==> config.mk <==
export PLATFORM = sky130hd
export DESIGN_NAME = timer0_count_timer
export DESIGN_NICKNAME = d
export VERILOG_FILES = /design/src/logic/timer0_count_pkg.sv /design/src/logic/timer0_count_timer.sv
export VERILOG_INCLUDE_DIRS = /design/src /design/src/logic
export SDC_FILE = /design/constraint.sdc
export NUM_CORES = 1
export LEC_CHECK = 0
export BUFFER_PORTS_ARGS = -buffer_cell sky130_fd_sc_hd__buf_2
export CAP_MARGIN = 20
export CORE_MARGIN = 2
export CORE_UTILIZATION = 55
export CTS_CLUSTER_SIZE = 16
export DETAILED_ROUTE_END_ITERATION = 10
export PLACE_DENSITY = 0.88
export SYNTH_ARGS = -nofsm -noshare
export SYNTH_HDL_FRONTEND = slang
export SYNTH_SLANG_ARGS = --single-unit
==> constraint.sdc <==
create_clock -name clk -period 6.8 [get_ports clk]
set_clock_uncertainty 0.2 [all_clocks]
set_input_delay 0.34 -clock clk [delete_from_list [all_inputs] [get_ports clk]]
set_output_delay 0.34 -clock clk [all_outputs]
set_load 0.01 [all_outputs]
==> src/logic/timer0_count_regs.svh <==
`ifndef TIMER0_COUNT_REGS_SVH
`define TIMER0_COUNT_REGS_SVH

// ==========================================================
// register indices (byte address = index * 4)
`define TIMER0_COUNT_IDX_COUNT        8'h01
`define TIMER0_COUNT_IDX_INTCTL       8'h0B
`define TIMER0_COUNT_IDX_OPTION       8'h81
`define TIMER0_COUNT_IDX_PORTA_DIR    8'h85
`define TIMER0_COUNT_IDX_IRQ_STATUS   8'hC0
`define TIMER0_COUNT_IDX_IRQ_MASK     8'hC1

// ==========================================================
// option_control fields
`define TIMER0_COUNT_OPT_SRC_BIT      5
`define TIMER0_COUNT_OPT_EDGE_BIT     4
`define TIMER0_COUNT_OPT_ASN_BIT      3
`define TIMER0_COUNT_OPT_PS_MSB       2
`define TIMER0_COUNT_OPT_PS_LSB       0

// ==========================================================
// interrupt_control fields
`define TIMER0_COUNT_INT_OVF_EN_BIT   5
`define TIMER0_COUNT_INT_OVF_FLAG_BIT 2

// ==========================================================
// irq_status / irq_mask fields
`define TIMER0_COUNT_IRQ_OVF_BIT      0
`define TIMER0_COUNT_IRQ_WDT_BIT      1
`define TIMER0_COUNT_IRQ_W            2

// ==========================================================
// reset values
`define TIMER0_COUNT_RST_COUNT        8'h00
`define TIMER0_COUNT_RST_INTCTL       8'h00
`define TIMER0_COUNT_RST_OPTION       8'hFF
`define TIMER0_COUNT_RST_PORTA_DIR    8'h3F
`define TIMER0_COUNT_PORTA_DIR_MASK   8'h3F

// ==========================================================
// timing
`define TIMER0_COUNT_CYCLE_DIV        4
`define TIMER0_COUNT_WRITE_HOLD       2

`endif

==> src/logic/timer0_count_pkg.sv <==
package timer0_count_pkg;

    // ==========================================================
    // wishbone carriers
    typedef struct packed {
        logic        cyc;
        logic        stb;
        logic        we;
        logic [11:0] adr;
        logic [3:0]  sel;
        logic [31:0] dat;
    } timer0_count_wb_req_t;

    typedef struct packed {
        logic        ack;
        logic [31:0] dat;
    } timer0_count_wb_rsp_t;

endpackage

==> src/logic/timer0_count_timer.sv <==
`timescale 1ns/1ps
`include "timer0_count_regs.svh"

// Overview of operation
// - source bit clear: timer mode, one advance per instruction cycle while the prescaler serves the watchdog.
// - writing the count stops counting for the next two instruction cycles.
// - source bit set: counter advances on external clock pin edges.
// - edge bit clear counts rising edges, set counts falling edges.
// - external clock is synchronised first; advance follows after synchronisation.
// - count wrapping from FF to 00 sets the overflow flag.
// - overflow interrupt request on timer_overflow_irq is masked while its enable bit is clear; irq is gated by irq_mask only.
// - timer stops in sleep, so overflow cannot wake the processor.
// - one 8-bit prescaler serves timer or watchdog, never both.
// - prescaler count is never readable or writable by software.
// - option bits 3:0 hold prescaler assignment and division ratio.
// - assigned to timer, ratios 1:2 to 1:256 in powers of two.
// - assigned to watchdog, ratios 1:1 to 1:128 in powers of two.
// - count writes clear the prescaler while it serves the timer.
// - clear-watchdog clears the prescaler while it serves the watchdog.
// - assignment may be changed any time without reset.
module timer0_count_timer #(
    parameter int CYCLE_DIV = `TIMER0_COUNT_CYCLE_DIV,
    parameter int PRE_W     = 8
) (
    // clock and reset
    input  wire logic                  clk,
    input  wire logic                  resetn,
    // wishbone slave
    input  wire timer0_count_pkg::timer0_count_wb_req_t wb_req,
    output timer0_count_pkg::timer0_count_wb_rsp_t      wb_rsp,
    // core side
    input  wire logic                  sleep_mode,
    input  wire logic                  clear_watchdog_instruction,
    input  wire logic                  watchdog_tick,
    // pin
    input  wire logic                  timer_external_clock_pin,
    // outputs
    output logic                       timer_overflow_irq,
    output logic                       watchdog_timeout,
    output logic [7:0]                 porta_direction,
    output logic                       irq
);

    // ==========================================================
    // registers
    logic [7:0]              timer0_count_reg;
    logic [7:0]              interrupt_control_reg;
    logic [7:0]              option_control_reg;
    logic [7:0]              porta_direction_reg;
    logic [`TIMER0_COUNT_IRQ_W-1:0]  irq_status_reg;
    logic [`TIMER0_COUNT_IRQ_W-1:0]  irq_mask_reg;
    logic [PRE_W-1:0]        prescaler_reg;
    logic [1:0]              hold_reg;
    logic [7:0]              div_reg;
    logic [2:0]              pin_sync_reg;
    logic [2:0]              wdt_sync_reg;
    logic                    timer_irq_reg;
    logic                    wdt_out_reg;
    logic                    irq_reg;
    timer0_count_pkg::timer0_count_wb_rsp_t  rsp_reg;

    // ==========================================================
    // bus decode
    logic        bus_req;
    logic        bus_wr;
    logic        bus_rd;
    logic [7:0]  bus_idx;
    logic [7:0]  wr_byte;
    logic        wr_count;
    logic        wr_intctl;
    logic        wr_option;
    logic        wr_dir;
    logic        wr_mask;
    logic        rd_status;

    // accesses take effect in the cycle the ack is raised
    assign bus_req   = wb_req.cyc & wb_req.stb & ~rsp_reg.ack;
    assign bus_wr    = bus_req & wb_req.we & wb_req.sel[0];
    assign bus_rd    = bus_req & ~wb_req.we;
    assign bus_idx   = wb_req.adr[9:2];
    assign wr_byte   = wb_req.dat[7:0];
    assign wr_count  = bus_wr && (bus_idx == `TIMER0_COUNT_IDX_COUNT);
    assign wr_intctl = bus_wr && (bus_idx == `TIMER0_COUNT_IDX_INTCTL);
    assign wr_option = bus_wr && (bus_idx == `TIMER0_COUNT_IDX_OPTION);
    assign wr_dir    = bus_wr && (bus_idx == `TIMER0_COUNT_IDX_PORTA_DIR);
    assign wr_mask   = bus_wr && (bus_idx == `TIMER0_COUNT_IDX_IRQ_MASK);
    assign rd_status = bus_rd && (bus_idx == `TIMER0_COUNT_IDX_IRQ_STATUS);

    // ==========================================================
    // option fields
    logic       src_ext;
    logic       edge_fall;
    logic       to_wdog;
    logic [2:0] ratio;

    assign src_ext   = option_control_reg[`TIMER0_COUNT_OPT_SRC_BIT];
    assign edge_fall = option_control_reg[`TIMER0_COUNT_OPT_EDGE_BIT];
    assign to_wdog   = option_control_reg[`TIMER0_COUNT_OPT_ASN_BIT];
    assign ratio     = option_control_reg[`TIMER0_COUNT_OPT_PS_MSB:`TIMER0_COUNT_OPT_PS_LSB];

    // ==========================================================
    // instruction cycle enable
    logic cycle_en;

    assign cycle_en = (div_reg == 8'(CYCLE_DIV - 1));

    always_ff @(posedge clk) begin
        if (!resetn) begin
            div_reg <= 8'h00;
        end else if (cycle_en) begin
            div_reg <= 8'h00;
        end else begin
            div_reg <= div_reg + 8'h01;
        end
    end

    // ==========================================================
    // pin synchronisers
    // stage 0 feeds only stage 1; edges are taken from stages 1 and 2
    always_ff @(posedge clk) begin
        if (!resetn) begin
            pin_sync_reg <= 3'h0;
        end else begin
            pin_sync_reg <= {pin_sync_reg[1:0], timer_external_clock_pin};
        end
    end

    always_ff @(posedge clk) begin
        if (!resetn) begin
            wdt_sync_reg <= 3'h0;
        end else begin
            wdt_sync_reg <= {wdt_sync_reg[1:0], watchdog_tick};
        end
    end

    logic pin_rise;
    logic pin_fall;
    logic ext_edge;
    logic wdt_event;

    assign pin_rise  = pin_sync_reg[1] & ~pin_sync_reg[2];
    assign pin_fall  = ~pin_sync_reg[1] & pin_sync_reg[2];
    assign ext_edge  = edge_fall ? pin_fall : pin_rise;
    assign wdt_event = wdt_sync_reg[1] & ~wdt_sync_reg[2];

    // ==========================================================
    // source event selection
    logic src_event;

    always_comb begin
        src_event = 1'b0;
        if (!sleep_mode) begin
            if (src_ext) begin
                src_event = ext_edge;
            end else begin
                src_event = cycle_en;
            end
        end
    end

    // ==========================================================
    // shared prescaler
    // the period mask picks how many low prescaler bits must be all ones
    logic [PRE_W-1:0] tmr_mask;
    logic [PRE_W-1:0] wdt_mask;
    logic             pre_event;
    logic             pre_tick;
    logic             pre_clear;

    assign tmr_mask  = PRE_W'((16'h0002 << ratio) - 16'h0001);
    assign wdt_mask  = PRE_W'((16'h0001 << ratio) - 16'h0001);
    assign pre_event = to_wdog ? wdt_event : src_event;
    assign pre_tick  = to_wdog ? ((prescaler_reg & wdt_mask) == wdt_mask)
                               : ((prescaler_reg & tmr_mask) == tmr_mask);
    // a write to the count clears it only while the timer owns it
    assign pre_clear = (wr_count & ~to_wdog)
                     | (clear_watchdog_instruction & to_wdog);

    // prescaler is internal only and never reaches the bus
    always_ff @(posedge clk) begin
        if (!resetn) begin
            prescaler_reg <= '0;
        end else if (pre_clear) begin
            prescaler_reg <= '0;
        end else if (pre_event) begin
            prescaler_reg <= prescaler_reg + PRE_W'(1);
        end
    end

    // ==========================================================
    // watchdog postscaled output
    // watchdog gets every tick undivided while the timer owns the prescaler
    always_ff @(posedge clk) begin
        if (!resetn) begin
            wdt_out_reg <= 1'b0;
        end else begin
            wdt_out_reg <= wdt_event & (pre_tick | ~to_wdog);
        end
    end

    // ==========================================================
    // timer advance
    logic advance;
    logic overflow;

    // an advance during the hold window is dropped, not deferred
    assign advance = (hold_reg == 2'h0) & src_event
                   & (to_wdog | pre_tick);
    assign overflow = advance & (timer0_count_reg == 8'hFF);

    always_ff @(posedge clk) begin
        if (!resetn) begin
            hold_reg <= 2'h0;
        end else if (wr_count) begin
            hold_reg <= 2'(`TIMER0_COUNT_WRITE_HOLD);
        end else if (cycle_en && hold_reg != 2'h0) begin
            hold_reg <= hold_reg - 2'h1;
        end
    end

    always_ff @(posedge clk) begin
        if (!resetn) begin
            timer0_count_reg <= `TIMER0_COUNT_RST_COUNT;
        end else if (wr_count) begin
            timer0_count_reg <= wr_byte;
        end else if (advance) begin
            timer0_count_reg <= timer0_count_reg + 8'h01;
        end
    end

    // ==========================================================
    // control registers
    // the assignment bit may change at any time; no reset needed
    always_ff @(posedge clk) begin
        if (!resetn) begin
            option_control_reg <= `TIMER0_COUNT_RST_OPTION;
        end else if (wr_option) begin
            option_control_reg <= wr_byte;
        end
    end

    always_ff @(posedge clk) begin
        if (!resetn) begin
            porta_direction_reg <= `TIMER0_COUNT_RST_PORTA_DIR;
        end else if (wr_dir) begin
            porta_direction_reg <= wr_byte & `TIMER0_COUNT_PORTA_DIR_MASK;
        end
    end

    // overflow flag is cleared only by software; a same-cycle set wins
    always_ff @(posedge clk) begin
        if (!resetn) begin
            interrupt_control_reg <= `TIMER0_COUNT_RST_INTCTL;
        end else begin
            if (wr_intctl) begin
                interrupt_control_reg <= wr_byte;
            end
            if (overflow) begin
                interrupt_control_reg[`TIMER0_COUNT_INT_OVF_FLAG_BIT] <= 1'b1;
            end
        end
    end

    always_ff @(posedge clk) begin
        if (!resetn) begin
            timer_irq_reg <= 1'b0;
        end else begin
            timer_irq_reg <= interrupt_control_reg[`TIMER0_COUNT_INT_OVF_FLAG_BIT]
                           & interrupt_control_reg[`TIMER0_COUNT_INT_OVF_EN_BIT];
        end
    end

    // ==========================================================
    // interrupt status and mask
    logic [`TIMER0_COUNT_IRQ_W-1:0] irq_events;

    always_comb begin
        irq_events = '0;
        irq_events[`TIMER0_COUNT_IRQ_OVF_BIT] = overflow;
        irq_events[`TIMER0_COUNT_IRQ_WDT_BIT] = wdt_event & (pre_tick | ~to_wdog);
    end

    // read clears, but an event in the same cycle stays set
    always_ff @(posedge clk) begin
        if (!resetn) begin
            irq_status_reg <= '0;
        end else if (rd_status) begin
            irq_status_reg <= irq_events;
        end else begin
            irq_status_reg <= irq_status_reg | irq_events;
        end
    end

    always_ff @(posedge clk) begin
        if (!resetn) begin
            irq_mask_reg <= '0;
        end else if (wr_mask) begin
            irq_mask_reg <= wr_byte[`TIMER0_COUNT_IRQ_W-1:0];
        end
    end

    always_ff @(posedge clk) begin
        if (!resetn) begin
            irq_reg <= 1'b0;
        end else begin
            // follow the status value being stored, so a set that beats a read is seen
            irq_reg <= |((rd_status ? irq_events : (irq_status_reg | irq_events))
                         & irq_mask_reg);
        end
    end

    // ==========================================================
    // read mux
    logic [7:0] rd_byte;

    always_comb begin
        case (bus_idx)
            `TIMER0_COUNT_IDX_COUNT:      rd_byte = timer0_count_reg;
            `TIMER0_COUNT_IDX_INTCTL:     rd_byte = interrupt_control_reg;
            `TIMER0_COUNT_IDX_OPTION:     rd_byte = option_control_reg;
            `TIMER0_COUNT_IDX_PORTA_DIR:  rd_byte = porta_direction_reg;
            `TIMER0_COUNT_IDX_IRQ_STATUS: rd_byte = 8'(irq_status_reg);
            `TIMER0_COUNT_IDX_IRQ_MASK:   rd_byte = 8'(irq_mask_reg);
            default:              rd_byte = 8'h00;
        endcase
    end

    // single wait state: ack one cycle after the strobe, dropped next
    always_ff @(posedge clk) begin
        if (!resetn) begin
            rsp_reg <= '0;
        end else begin
            rsp_reg.ack <= bus_req;
            rsp_reg.dat <= bus_rd ? {24'h000000, rd_byte} : 32'h00000000;
        end
    end

    // ==========================================================
    // outputs
    assign wb_rsp             = rsp_reg;
    assign timer_overflow_irq = timer_irq_reg;
    assign watchdog_timeout   = wdt_out_reg;
    assign porta_direction    = porta_direction_reg;
    assign irq                = irq_reg;

endmodule

# ---- Yosys cells after proc, flatten, opt, wreduce, memory -nomap -nowiden
# Cells that the tools add are included.
dict set report word_totals {
  regBits 94
  input_bits 57
  out_inout_bits 44
}
dict set report op_classes {
  add_sub_neg 6
  eq_ne 10
  shifts 2
  mux 13
  bitwise 29
  n_reduce_logical 17
}
# cell n
set op_table {}
lappend op_table {{$pmux 8 s6} 1}
lappend op_table {{$eq 8x8->1 const B} 5}
lappend op_table {{$add 8x1->8 const B} 3}
lappend op_table {{$and 8x8->8} 2}
lappend op_table {{$eq 8x8->1} 2}
lappend op_table {{$mux 8} 2}
lappend op_table {{$sub 8x1->8 const B} 2}
lappend op_table {{$and 1x1->1} 15}
lappend op_table {{$eq 8x1->1 const B} 1}
lappend op_table {{$eq 8x2->1 const B} 1}
lappend op_table {{$eq 8x4->1 const B} 1}
lappend op_table {{$reduce_bool 2->1} 4}
lappend op_table {{$reduce_or 2->1} 4}
lappend op_table {{$shl 1x3->8 const A} 1}
lappend op_table {{$shl 2x3->8 const A} 1}
lappend op_table {{$logic_and 1x1->1} 7}
lappend op_table {{$not 1->1} 7}
lappend op_table {{$mux 1} 6}
lappend op_table {{$mux 2} 3}
lappend op_table {{$mux 3} 1}
lappend op_table {{$or 1x1->1} 3}
lappend op_table {{$and 2x2->2} 1}
lappend op_table {{$logic_not 2->1} 1}
lappend op_table {{$or 2x2->2} 1}
lappend op_table {{2 further kinds} 2}

# ---- Depth between registers and ports, before layout
# Gate-level depths: netlist of run 1.
dict set report logic_depth {
  ltp_word 12
  ltp_mapped 9
  mapped_depth_nobuf 7
}

# ---- Worst setup path before layout of run 1
# Ideal clock, no wire load.
dict set report synth_timing {
  kind {register -> register}
  startpoint {register div_reg[0]}
  endpoint {register prescaler_reg[6]}
  t_arrival_ns 1.867
  setup_slack_ns 4.664
  path_stages_with_launch 8
  period_less_slack_ns 2.136
  path_cell_list {dfxtp_1 > ha_1 > nor4b_4 > nand3_2 > a31oi_4 > nand4_1 > or3_1 > a21oi_2}
}
dict set report synth_via {
  elab_chain_len 4
}
# item line
set synth_rtl {}
lappend synth_rtl {{start, declared} timer0_count_timer.sv:54} ;# logic [7:0] div_reg;
lappend synth_rtl {{start signal, assigned} timer0_count_timer.sv:113} ;# div_reg <= div_reg + 8'h01;
lappend synth_rtl {{$eq 8x2->1} timer0_count_timer.sv:105} ;# assign cycle_en = (div_reg == 8'(CYCLE_DIV - 1));
lappend synth_rtl {{$mux 1} timer0_count_timer.sv:153} ;# if (src_ext) begin
lappend synth_rtl {{$mux 1} timer0_count_timer.sv:152} ;# if (!sleep_mode) begin
lappend synth_rtl {{$mux 1} timer0_count_timer.sv:172} ;# assign pre_event = to_wdog ? wdt_event : src_event;
lappend synth_rtl {{end signal, assigned} timer0_count_timer.sv:186} ;# prescaler_reg <= prescaler_reg + PRE_W'(1);
lappend synth_rtl {{end, declared} timer0_count_timer.sv:52} ;# logic [PRE_W-1:0] prescaler_reg;
# Every way passes these cells.
# A chain may end at the register's enable or synchronous reset.

# ---- Worst setup path in the final report of run 1
dict set report layout_timing {
  startpoint {input wb_req[45] in the netlist's numbering}
  endpoint {register interrupt_control_reg[2]}
}
dict set report layout_via {
  elab_chain_len 3
}
# item line
set layout_rtl {}
lappend layout_rtl {{start, declared} timer0_count_timer.sv:29} ;# input wire timer0_count_pkg::timer0_count_wb_req_t wb_req,
lappend layout_rtl {{$eq 8x4->1} n/a}
lappend layout_rtl {{$logic_and 1x1->1} timer0_count_timer.sv:83} ;# assign wr_intctl = bus_wr && (bus_idx == `TIMER0_COUNT_IDX_INTCTL);
lappend layout_rtl {{$reduce_bool 2->1 (no source line)} n/a}
lappend layout_rtl {{end signal, assigned} timer0_count_timer.sv:253} ;# interrupt_control_reg <= `TIMER0_COUNT_RST_INTCTL;
lappend layout_rtl {{end signal, assigned} timer0_count_timer.sv:256} ;# interrupt_control_reg <= wr_byte;
lappend layout_rtl {{end, declared} timer0_count_timer.sv:47} ;# logic [7:0] interrupt_control_reg;
# Every way passes these cells.

==> results of run 1 <==
-- synthesized netlist by cell type, drive strengths merged, types with 8 or more instances --
| master | count |
|---|---|
| a21oi | 21 |
| a22oi | 10 |
| and2 | 11 |
| and3 | 10 |
| buf | 33 |
| clkbuf | 9 |
| dfxtp | 70 |
| inv | 8 |
| mux2i | 25 |
| nand2 | 30 |
| nand3 | 14 |
| nor2 | 21 |
| nor2b | 13 |
| o21ai | 16 |
| xor2 | 15 |
-- worst paths after layout --
check / startpoint / endpoint / slack (ps) / cells past startpoint
worst max register to register: div_reg[0]$_SDFF_PP0_ / prescaler_reg[6]$_SDFFE_PP0P_ / 4410 / 7
worst max-delay path: wb_req[45] / interrupt_control_reg[2]$_SDFFE_PN0P_ / 4250 / 7
worst min-delay path: wb_req[7] / option_control_reg[7]$_SDFFE_PN1P_ / 40 / 3
worst min register to register: pin_sync_reg[0]$_SDFF_PN0_ / pin_sync_reg[1]$_SDFF_PN0_ / 240 / 1
-- critical path, stage by stage --
cell     delay, ps
buf_2          120
nor4_1         350
and4_1         490
nor2b_1        790
mux2i_1        260
o21ai_0         90
and2_1         150
-- cells by family after synthesis --
logic type                 Yosys count
muxes                               25
adders and majority gates            5
AOI/OAI and AO/OA                   67
xor gates and xnor gates            19
DFF                                 70
buffers and inverters               50
and+or+nand+nor                    131
other                                1
-- per-layer routing --
metal,vias to the layer above,wire length [µm]
met3,11,409
li1,1310,-
met5,-,0
met1,1244,2972
met4,0,112
met2,101,3249
-- layout make-up --
type,instances,area (µm²)
multi-input cells,273,1757
flip-flops and latches,70,1401
inverters,8,30.03
well taps,75,93.84
clock buffers,10,137.6
clock inverters,4,25.02
fillers,520,2241
repair buffers,45,235.2
-- power groups by stage --
| stage | Sequential [µW] | Clock, µW | Combinational [µW] |
|---|---|---|---|
| 2_1_floorplan | 426 | 0 | 36.3 |
| 3_3_place_gp | 427 | 0 | 38.4 |
| 3_5_place_dp | 427 | 0 | 39.6 |
| 4_1_cts | 417 | 295 | 40.5 |
| 5_1_grt | 418 | 316 | 46.7 |
| 6_report | 417 | 291 | 40.9 |
-- metrics by stage --
| step | utilization [%] | hold WS, ps |
|---|---|---|
| 6_report | 62.15 | 41.87 |
| 5_1_grt | 62.15 | 41.79 |
| 4_1_cts | 62.15 | 34.16 |
| 3_5_place_dp | 59.07 | 221.0 |
| 3_3_place_gp | 59.07 | 214.4 |
| 2_1_floorplan | - | 211.9 |
-- repair_timing --
action	CTS	global route
buffers inserted	0	0
hold endpoints to repair	2	0
hold buffers	2	0
==> flow_summary.yaml, run 1 <==
synth:
  syn_area_um2: 3358
  ys_seq_elements: 70
  synth_cell_type_count: 53
  synth-compound-area-share_pct: 13.67
  synth_edf_count: 0
  synth_simple_gate_area_share_pct: 21.54
  seq_area_frac_synth_pct: 41.73
  synth.avg_cell_area_um2: 9.126
  synth_xor_area_share_pct: 4.955
  synth_flop_cell: "dfxtp_1"
  synth-async-reset-ratio_pct: 0
  synth_top_family_by_area: "simple AND/OR/NAND/NOR gates"
  yosys.area.top_type: "dfxtp_1"
  synth.mux.area_fraction_pct: 7.452
  synth_top_area_share_pct: 41.73
  yosysWarnings: 0
  synth_area_leaders: "dfxtp_1, mux2i_1, buf_4"
  syn-instance-count: 368
  synthAdderAreaFrac_pct: 1.788
timing:
  maxSlewHeadroom_pct: 39.08
  finalCriticalPeriod_ps: 2546
  finalWorstSetupSlack_ps: 4254
  fmax_mhz: 392.7
  setup_violations: 0
  report.final.slew_viol_count: 0
  min_period_over_period_pct: 37.45
  tns_ps: 0
  tightest_slew_ps: 912.0
  hold_viol: 0
  rsz0062_at_grt: "no"
worst_setup_path:
  crit_type: "primary input to register"
  required_ps: 6850
  worstPathArrival_ps: 2600
  crit_fanout: 10
  cp-start-kind: "primary input"
  end_kind: "register"
floorplan:
  die_h_um: 82.14
  dieArea_um2: 6747
  fp-row-count: 28
  core_area_um2: 5921
  num_io_pins: 101
  die_w_um: 82.14
  initial_core_util_pct: 56.72
finish:
  final_nets: 468
  instances_no_fill: 485
  final_cell_area_um2: 3680
  n_antenna_cell: 0
  layout_common_cells: "dfxtp_1, buf_2, nand2_1, conb_1, mux2i_1"
  layout-drive-gt1-share_pct: 15.85
  largest_reg_flops: 9
  area_growth_pct: 9.575
  final_common_cell: "dfxtp_1"
clock_network:
  clockRootBuffer: "clkbuf_8"
  cts_buffers: 9
  clk_latency_ps: 350
  clk_pin_slew_ps: 70
  cts_sinks: 70
  post_cts_resized: 0
  cts_tree: "done"
  ctsHtreeMaxLevel: 3
  clockBufferDepth: 2
detailed_routing:
  routed_wl_mm: 6.744
  firstDrtPassIters: 5
  drt-wirelength-per-cell_um: 13.91
  vias: 2666
  drc: 0
  ant_nets: 0
  via_per_inst: 5.497
  drt-initial-drc-count: 179
global_route:
  grt_use_met1_pct: 27.54
  track_usage_pct: 22.14
  use_met2_pct: 36.59
  grt_busiest_layer: "met2"
  grt_max_degree: 50
  grt_overflow_total: 0
  grt_pass1_wl_mm: 11.30
  antenna_found_initial: 0
  first_global_vias: 2437
  use_met3_pct: 5.217
power:
  switchingPower_uw: 183.1
  p_comb_share_pct: 5.5
  finalPower_uw: 748.9
  ir_worst_vdd_mv: 0.1541
  switching_share_pct: 24.45
  p_int_uw: 565.8
  seqPwrFrac_pct: 55.7
  clockPowerShare_pct: 38.8
  powerDensity_nw_per_um2: 203.5
  leakage_uw: 0.001444
run_status:
  status: "complete, no violations"
place:
  gp_congestion: 0.8351
  place_inst: 469
  place_ws_ps: 3895
  dpl-instance-area_um2: 3497
  hpwl_mm: 4.923
  io_buffers: 43
job:
  maxCapViolCount: 0
min_path:
  hp-class: "primary input to register"
(Power assumes the default switching activity.)
==> run 2, diff against run 1 <==
--- a/config.mk
+++ b/config.mk
@@ -9,10 +9,10 @@
 export BUFFER_PORTS_ARGS = -buffer_cell sky130_fd_sc_hd__buf_2
 export CAP_MARGIN = 20
 export CORE_MARGIN = 2
-export CORE_UTILIZATION = 55
+export CORE_UTILIZATION = 51
 export CTS_CLUSTER_SIZE = 16
 export DETAILED_ROUTE_END_ITERATION = 10
-export PLACE_DENSITY = 0.88
+export PLACE_DENSITY = 0.82
 export SYNTH_ARGS = -nofsm -noshare
 export SYNTH_HDL_FRONTEND = slang
 export SYNTH_SLANG_ARGS = --single-unit
==> constraint.sdc (replaced) <==
create_clock -name clk -period 2.35 [get_ports clk]
set_clock_uncertainty 0.2 [all_clocks]
set_input_delay 0.1175 -clock clk [delete_from_list [all_inputs] [get_ports clk]]
set_output_delay 0.1175 -clock clk [all_outputs]
set_load 0.01 [all_outputs]
==> run 2 against run 1 <==
Against the previous run: sequential cell count is the same; die area grew 7.5%; register-to-register slack lost 4200 ps; final cell count grew 6.0%; largest power group unchanged; critical endpoint is now prescaler_reg[6]$_SDFFE_PP0P_; wire length grew 5.4%; non-clock buffer count grew 25; via count grew 4.1%; critical path depth is the same; combinational power grew to 3.3 times the previous value; first-iteration DRC count grew 7.8%.
==> flow_summary.yaml, run 2 (synthesis gave the netlist of run 1 again) <==
run_status:
  status: "complete, no violations"
place:
  place_ws_ps: 205.4
  hpwl_mm: 5.103
  dpl-instance-area_um2: 3605
  place_inst: 485
  io_buffers: 43
  gp_congestion: 0.8546
worst_setup_path:
  cp-start-kind: "register"
  required_ps: 2430
  crit_type: "register to register"
  end_kind: "register"
  crit_path_max_incr_delay_ps: 390
  cp_cell_sequence: "ha_1 -> nor4b_4 -> nand3_2 -> a31oi_4 -> nand4_1 -> or3_1 -> a21oi_2"
  path_buf_inv: 0
  reg2reg_depth: 7
  cpMaxStageDelayCell: "dfxtp_1"
  crit_fanout: 5
  crit_family: "simple AND/OR/NAND/NOR gates"
  worstPathArrival_ps: 2260
  critical_path_depth: 7
floorplan:
  core_area_um2: 6350
  num_io_pins: 101
  dieArea_um2: 7250
  die_w_um: 85.15
  die_h_um: 85.15
  fp-row-count: 29
  initial_core_util_pct: 52.89
finish:
  layout-drive-gt1-share_pct: 18.54
  fillers: 510
  layout_common_cells: "dfxtp_1, buf_2, nand2_1, conb_1, mux2i_1"
  multi_input_area_um2: 1757
  fin_util_pct: 62.44
  largest_reg_flops: 9
  instances_no_fill: 514
  area_growth_pct: 18.07
  final_common_cell: "dfxtp_1"
  n_antenna_cell: 0
  register_area_um2: 1401
  final_cell_area_um2: 3965
  final_nets: 493
clock_network:
  clk_latency_ps: 360
  clockBufferDepth: 2
  cts_sinks: 70
  clk_pin_slew_ps: 70
  cts_buffers: 9
  clockRootBuffer: "clkbuf_8"
  ctsHoldBuffers: 13
  cts_setup_buffers: 0
  cts_tree: "done"
  post_cts_resized: 0
  ctsHtreeMaxLevel: 3
detailed_routing:
  drt-wirelength-per-cell_um: 13.83
  met2_length_mm: 3.371
  met1Wirelength_mm: 3.110
  routed_wl_mm: 7.110
  drt-initial-drc-count: 193
  via_per_inst: 5.399
  ant_nets: 0
  wl_met3_um: 476
  top_layer_used: "met4"
  firstDrtPassIters: 4
  drc: 0
  vias: 2775
timing:
  tns_ps: 0
  finalWorstSetupSlack_ps: 175.4
  rsz0062_at_grt: "no"
  tightest_slew_ps: 496.1
  min_period_over_period_pct: 92.54
  finalCriticalPeriod_ps: 2175
  report.final.slew_viol_count: 0
  maxSlewHeadroom_pct: 66.47
  fmax_mhz: 459.9
  setup_violations: 0
  hold_viol: 0
power:
  powerDensity_nw_per_um2: 618.3
  ir_worst_vdd_mv: 0.3935
  leakage_uw: 0.001600
global_route:
  first_global_vias: 2596
  grt_max_degree: 27
  grt_overflow_total: 0
  antenna_found_initial: 0
  track_usage_pct: 20.60
  grt_pass1_wl_mm: 11.81
job:
  maxCapViolCount: 0
min_path:
  min_path_cells: 3
  hp-class: "primary input to register"
## run 2: cell count changes in the layout (fill, tap and decap cells not counted)
| cell | previous run | this run |
|---|---|---|
| buf_4 | 0 | 14 |
| bufinv_16 | 0 | 2 |
| clkbuf_8 | 10 | 9 |
| clkinv_2 | 2 | 0 |
| clkinv_4 | 0 | 3 |
| clkinvlp_4 | 2 | 0 |
| dlygate4sd3_1 | 2 | 13 |
| inv_6 | 0 | 1 |
| inv_8 | 0 | 1 |
## run 2: worst register-to-register path, delay by kind of cell, from the launching register on
kind,cells,cell delay (ps)
flip-flops,1,390
AO/OA/AOI/OAI,2,380
AND/OR/NAND/NOR,4,940
adder cells (fa/ha/maj),1,190
## run 2: final timing paths
check / from / endpoint / slack [ps]
max: div_reg[0]$_SDFF_PP0_ / prescaler_reg[6]$_SDFFE_PP0P_ / 180
min: wb_req[50] / wb_rsp[32]$_SDFF_PN0_ / 10
max reg2reg: div_reg[0]$_SDFF_PP0_ / prescaler_reg[6]$_SDFFE_PP0P_ / 180
min reg2reg: wdt_sync_reg[0]$_SDFF_PN0_ / wdt_sync_reg[1]$_SDFF_PN0_ / 240
## run 2: final cells by class
type / instances / share of cell area [%]
clock buffers: 9 / 3.124
well taps: 77 / 2.430
inverters: 8 / 0.7573
clock inverters: 7 / 2.682
multi-input cells: 273 / 44.30
flip-flops and latches: 70 / 35.34
repair buffers: 70 / 11.36
## run 2: power breakdown
group	switching (µW)	total [µW]	internal, µW
combinational	76.9	137	60.5
sequential	10.5	1210	1200
clock	493	1110	613
## run 2: routing by layer
layer,track usage [%],up-vias
met2,33.52,92
met3,3.891,12
met4,10.68,0
li1,-,1363
met1,25.96,1308
met5,0,-
## run 2: metrics by stage
stage          hold slack (ps)  power (µW)
2_1_floorplan            44.79        1338
3_3_place_gp             124.4        1352
3_5_place_dp             125.6        1355
4_1_cts                  5.011        2471
5_1_grt                  56.95        2537
6_report                 14.57        2452
==> run 3, diff against run 2 <==
--- a/config.mk
+++ b/config.mk
@@ -9,10 +9,12 @@
 export BUFFER_PORTS_ARGS = -buffer_cell sky130_fd_sc_hd__buf_2
 export CAP_MARGIN = 20
 export CORE_MARGIN = 2
-export CORE_UTILIZATION = 51
+export CORE_UTILIZATION = 53
+export CTS_BUF_LIST = sky130_fd_sc_hd__clkbuf_8
 export CTS_CLUSTER_SIZE = 16
 export DETAILED_ROUTE_END_ITERATION = 10
-export PLACE_DENSITY = 0.82
+export PLACE_DENSITY = 0.85
+export REMOVE_ABC_BUFFERS = 1
 export SYNTH_ARGS = -nofsm -noshare
 export SYNTH_HDL_FRONTEND = slang
 export SYNTH_SLANG_ARGS = --single-unit
==> run 3 against run 2 <==
Against the previous run: critical path depth is the same; largest power group unchanged; fmax shrank 2.1%; combinational power is essentially flat; sequential share of layout area grew 0.36 points; global-route usage grew 0.068 points; non-clock buffer count shrank 2; final cell count shrank 0.39%; first-iteration DRC count grew 38%; critical endpoint unchanged.
==> flow_summary.yaml, run 3 (synthesis gave the netlist of run 1 again) <==
timing:
  rsz0062_at_grt: "no"
  finalCriticalPeriod_ps: 2222
  report.final.slew_viol_count: 0
  finalWorstSetupSlack_ps: 128.2
  tns_ps: 0
  hold_viol: 0
  tightest_slew_ps: 496.2
  setup_violations: 0
  whs_ps: 19.17
  maxSlewHeadroom_pct: 66.47
  fmax_mhz: 450.1
  min_period_over_period_pct: 94.55
clock_network:
  cts_buffers: 9
  cts_sinks: 70
  clockRootBuffer: "clkbuf_8"
  clockBufferDepth: 2
  clk_pin_slew_ps: 70
  ctsHtreeMaxLevel: 3
  clk_latency_ps: 350
  cts_tree: "done"
power:
  finalPower_uw: 2322
  leakage_uw: 0.001580
  powerDensity_nw_per_um2: 591.0
  ir_worst_vdd_mv: 0.3183
detailed_routing:
  drt-initial-drc-count: 267
  drc: 0
  via_per_inst: 5.396
  drt-wirelength-per-cell_um: 13.85
  firstDrtPassIters: 7
  ant_nets: 0
  routed_wl_mm: 7.089
  vias: 2763
worst_setup_path:
  crit_type: "register to register"
  cp-start-kind: "register"
  r2r_slack_ps: 130
  critical_path.endpoint: "prescaler_reg[6]$_SDFFE_PP0P_"
  required_ps: 2420
  regToRegEndpoint: "prescaler_reg[6]$_SDFFE_PP0P_"
  reg2reg_depth: 7
  crit_path_start: "div_reg[1]$_SDFF_PP0_"
  crit_fanout: 4
  worstPathArrival_ps: 2290
  end_kind: "register"
  timing.rr.start: "div_reg[1]$_SDFF_PP0_"
floorplan:
  die_w_um: 83.60
  initial_core_util_pct: 53.81
  num_io_pins: 101
  fp-row-count: 29
  dieArea_um2: 6989
  die_h_um: 83.60
  core_area_um2: 6241
global_route:
  grt_pass1_wl_mm: 11.56
  first_global_vias: 2534
  grt_max_degree: 49
  grt_overflow_total: 0
  antenna_found_initial: 0
  track_usage_pct: 20.67
finish:
  largest_reg_flops: 9
  n_antenna_cell: 0
  final_common_cell: "dfxtp_1"
  final_nets: 491
  fin_util_pct: 62.95
  layout-drive-gt1-share_pct: 18.39
  area_growth_pct: 16.99
  layout_common_cells: "dfxtp_1, buf_2, nand2_1, conb_1, mux2i_1"
job:
  maxCapViolCount: 0
place:
  hpwl_mm: 5.139
  io_buffers: 43
  gp_congestion: 0.8557
  place_ws_ps: 111.7
run_status:
  status: "complete, no violations"
min_path:
  hp-class: "primary input to register"
-- run 3: worst min-delay path by stage --
stage	from	to	slack, ps	cells after the start
6_report	wb_req[50]	wb_rsp[32]$_SDFF_PN0_	20	3
2_1_floorplan	resetn	option_control_reg[4]$_SDFFE_PN1P_	-20	1
3_3_place_gp	watchdog_tick	wdt_sync_reg[0]$_SDFF_PN0_	130	2
4_1_cts	wb_req[50]	wb_rsp[32]$_SDFF_PN0_	10	3
3_5_place_dp	watchdog_tick	wdt_sync_reg[0]$_SDFF_PN0_	130	2
5_1_grt	wb_req[50]	wb_rsp[32]$_SDFF_PN0_	80	3
-- run 3: power by group --
group          total, µW  leakage [µW]  switching (µW)  internal (µW)
Clock                977      0.000108             438            539
Sequential          1210      0.000566            10.6           1200
Combinational        137      0.000906            77.7           59.0
-- run 3: layout make-up --
class / count / area (µm²)
well taps: 77 / 96.34
flip-flops and latches: 70 / 1403
repair buffers: 68 / 435.4
multi-input cells: 273 / 1763
inverters: 8 / 30.03
clock buffers: 11 / 151.4
clock inverters: 5 / 50.05
fillers: 530 / 2312
-- run 3: metal layers --
layer / up-vias / track usage, % / part of all wire, %
met4: 0 / 10.41 / 2.7
met3: 14 / 5.242 / 6.3
met1: 1301 / 25.11 / 43
met5: - / 0 / 0
met2: 94 / 33.89 / 48
li1: 1354 / - / -
-- run 3: timing repair --
| action | CTS | global route |
|---|---|---|
| setup buffers | 0 | 0 |
| endpoints found under the hold margin | 45 | 0 |
| hold buffers | 13 | 0 |
| endpoints found under the setup margin | 0 | 5 |
| gates resized for setup | 0 | 3 |
-- run 3: per-stage QoR --
step,std cells,cell area [µm²]
global route,512,3929
CTS,512,3921
finish,512,3929
floorplan,351,3188
global placement,483,3590
detailed placement,483,3590
-- run 3: worst max-delay path, cell delays in order (launching register included) --
cell and delay [ps]:
dfxtp_1 380, ha_2 240, nor4b_4 250, nand3_2 170, a31oi_4 230, nand4_1 180, or3_1 360, a21oi_2 140
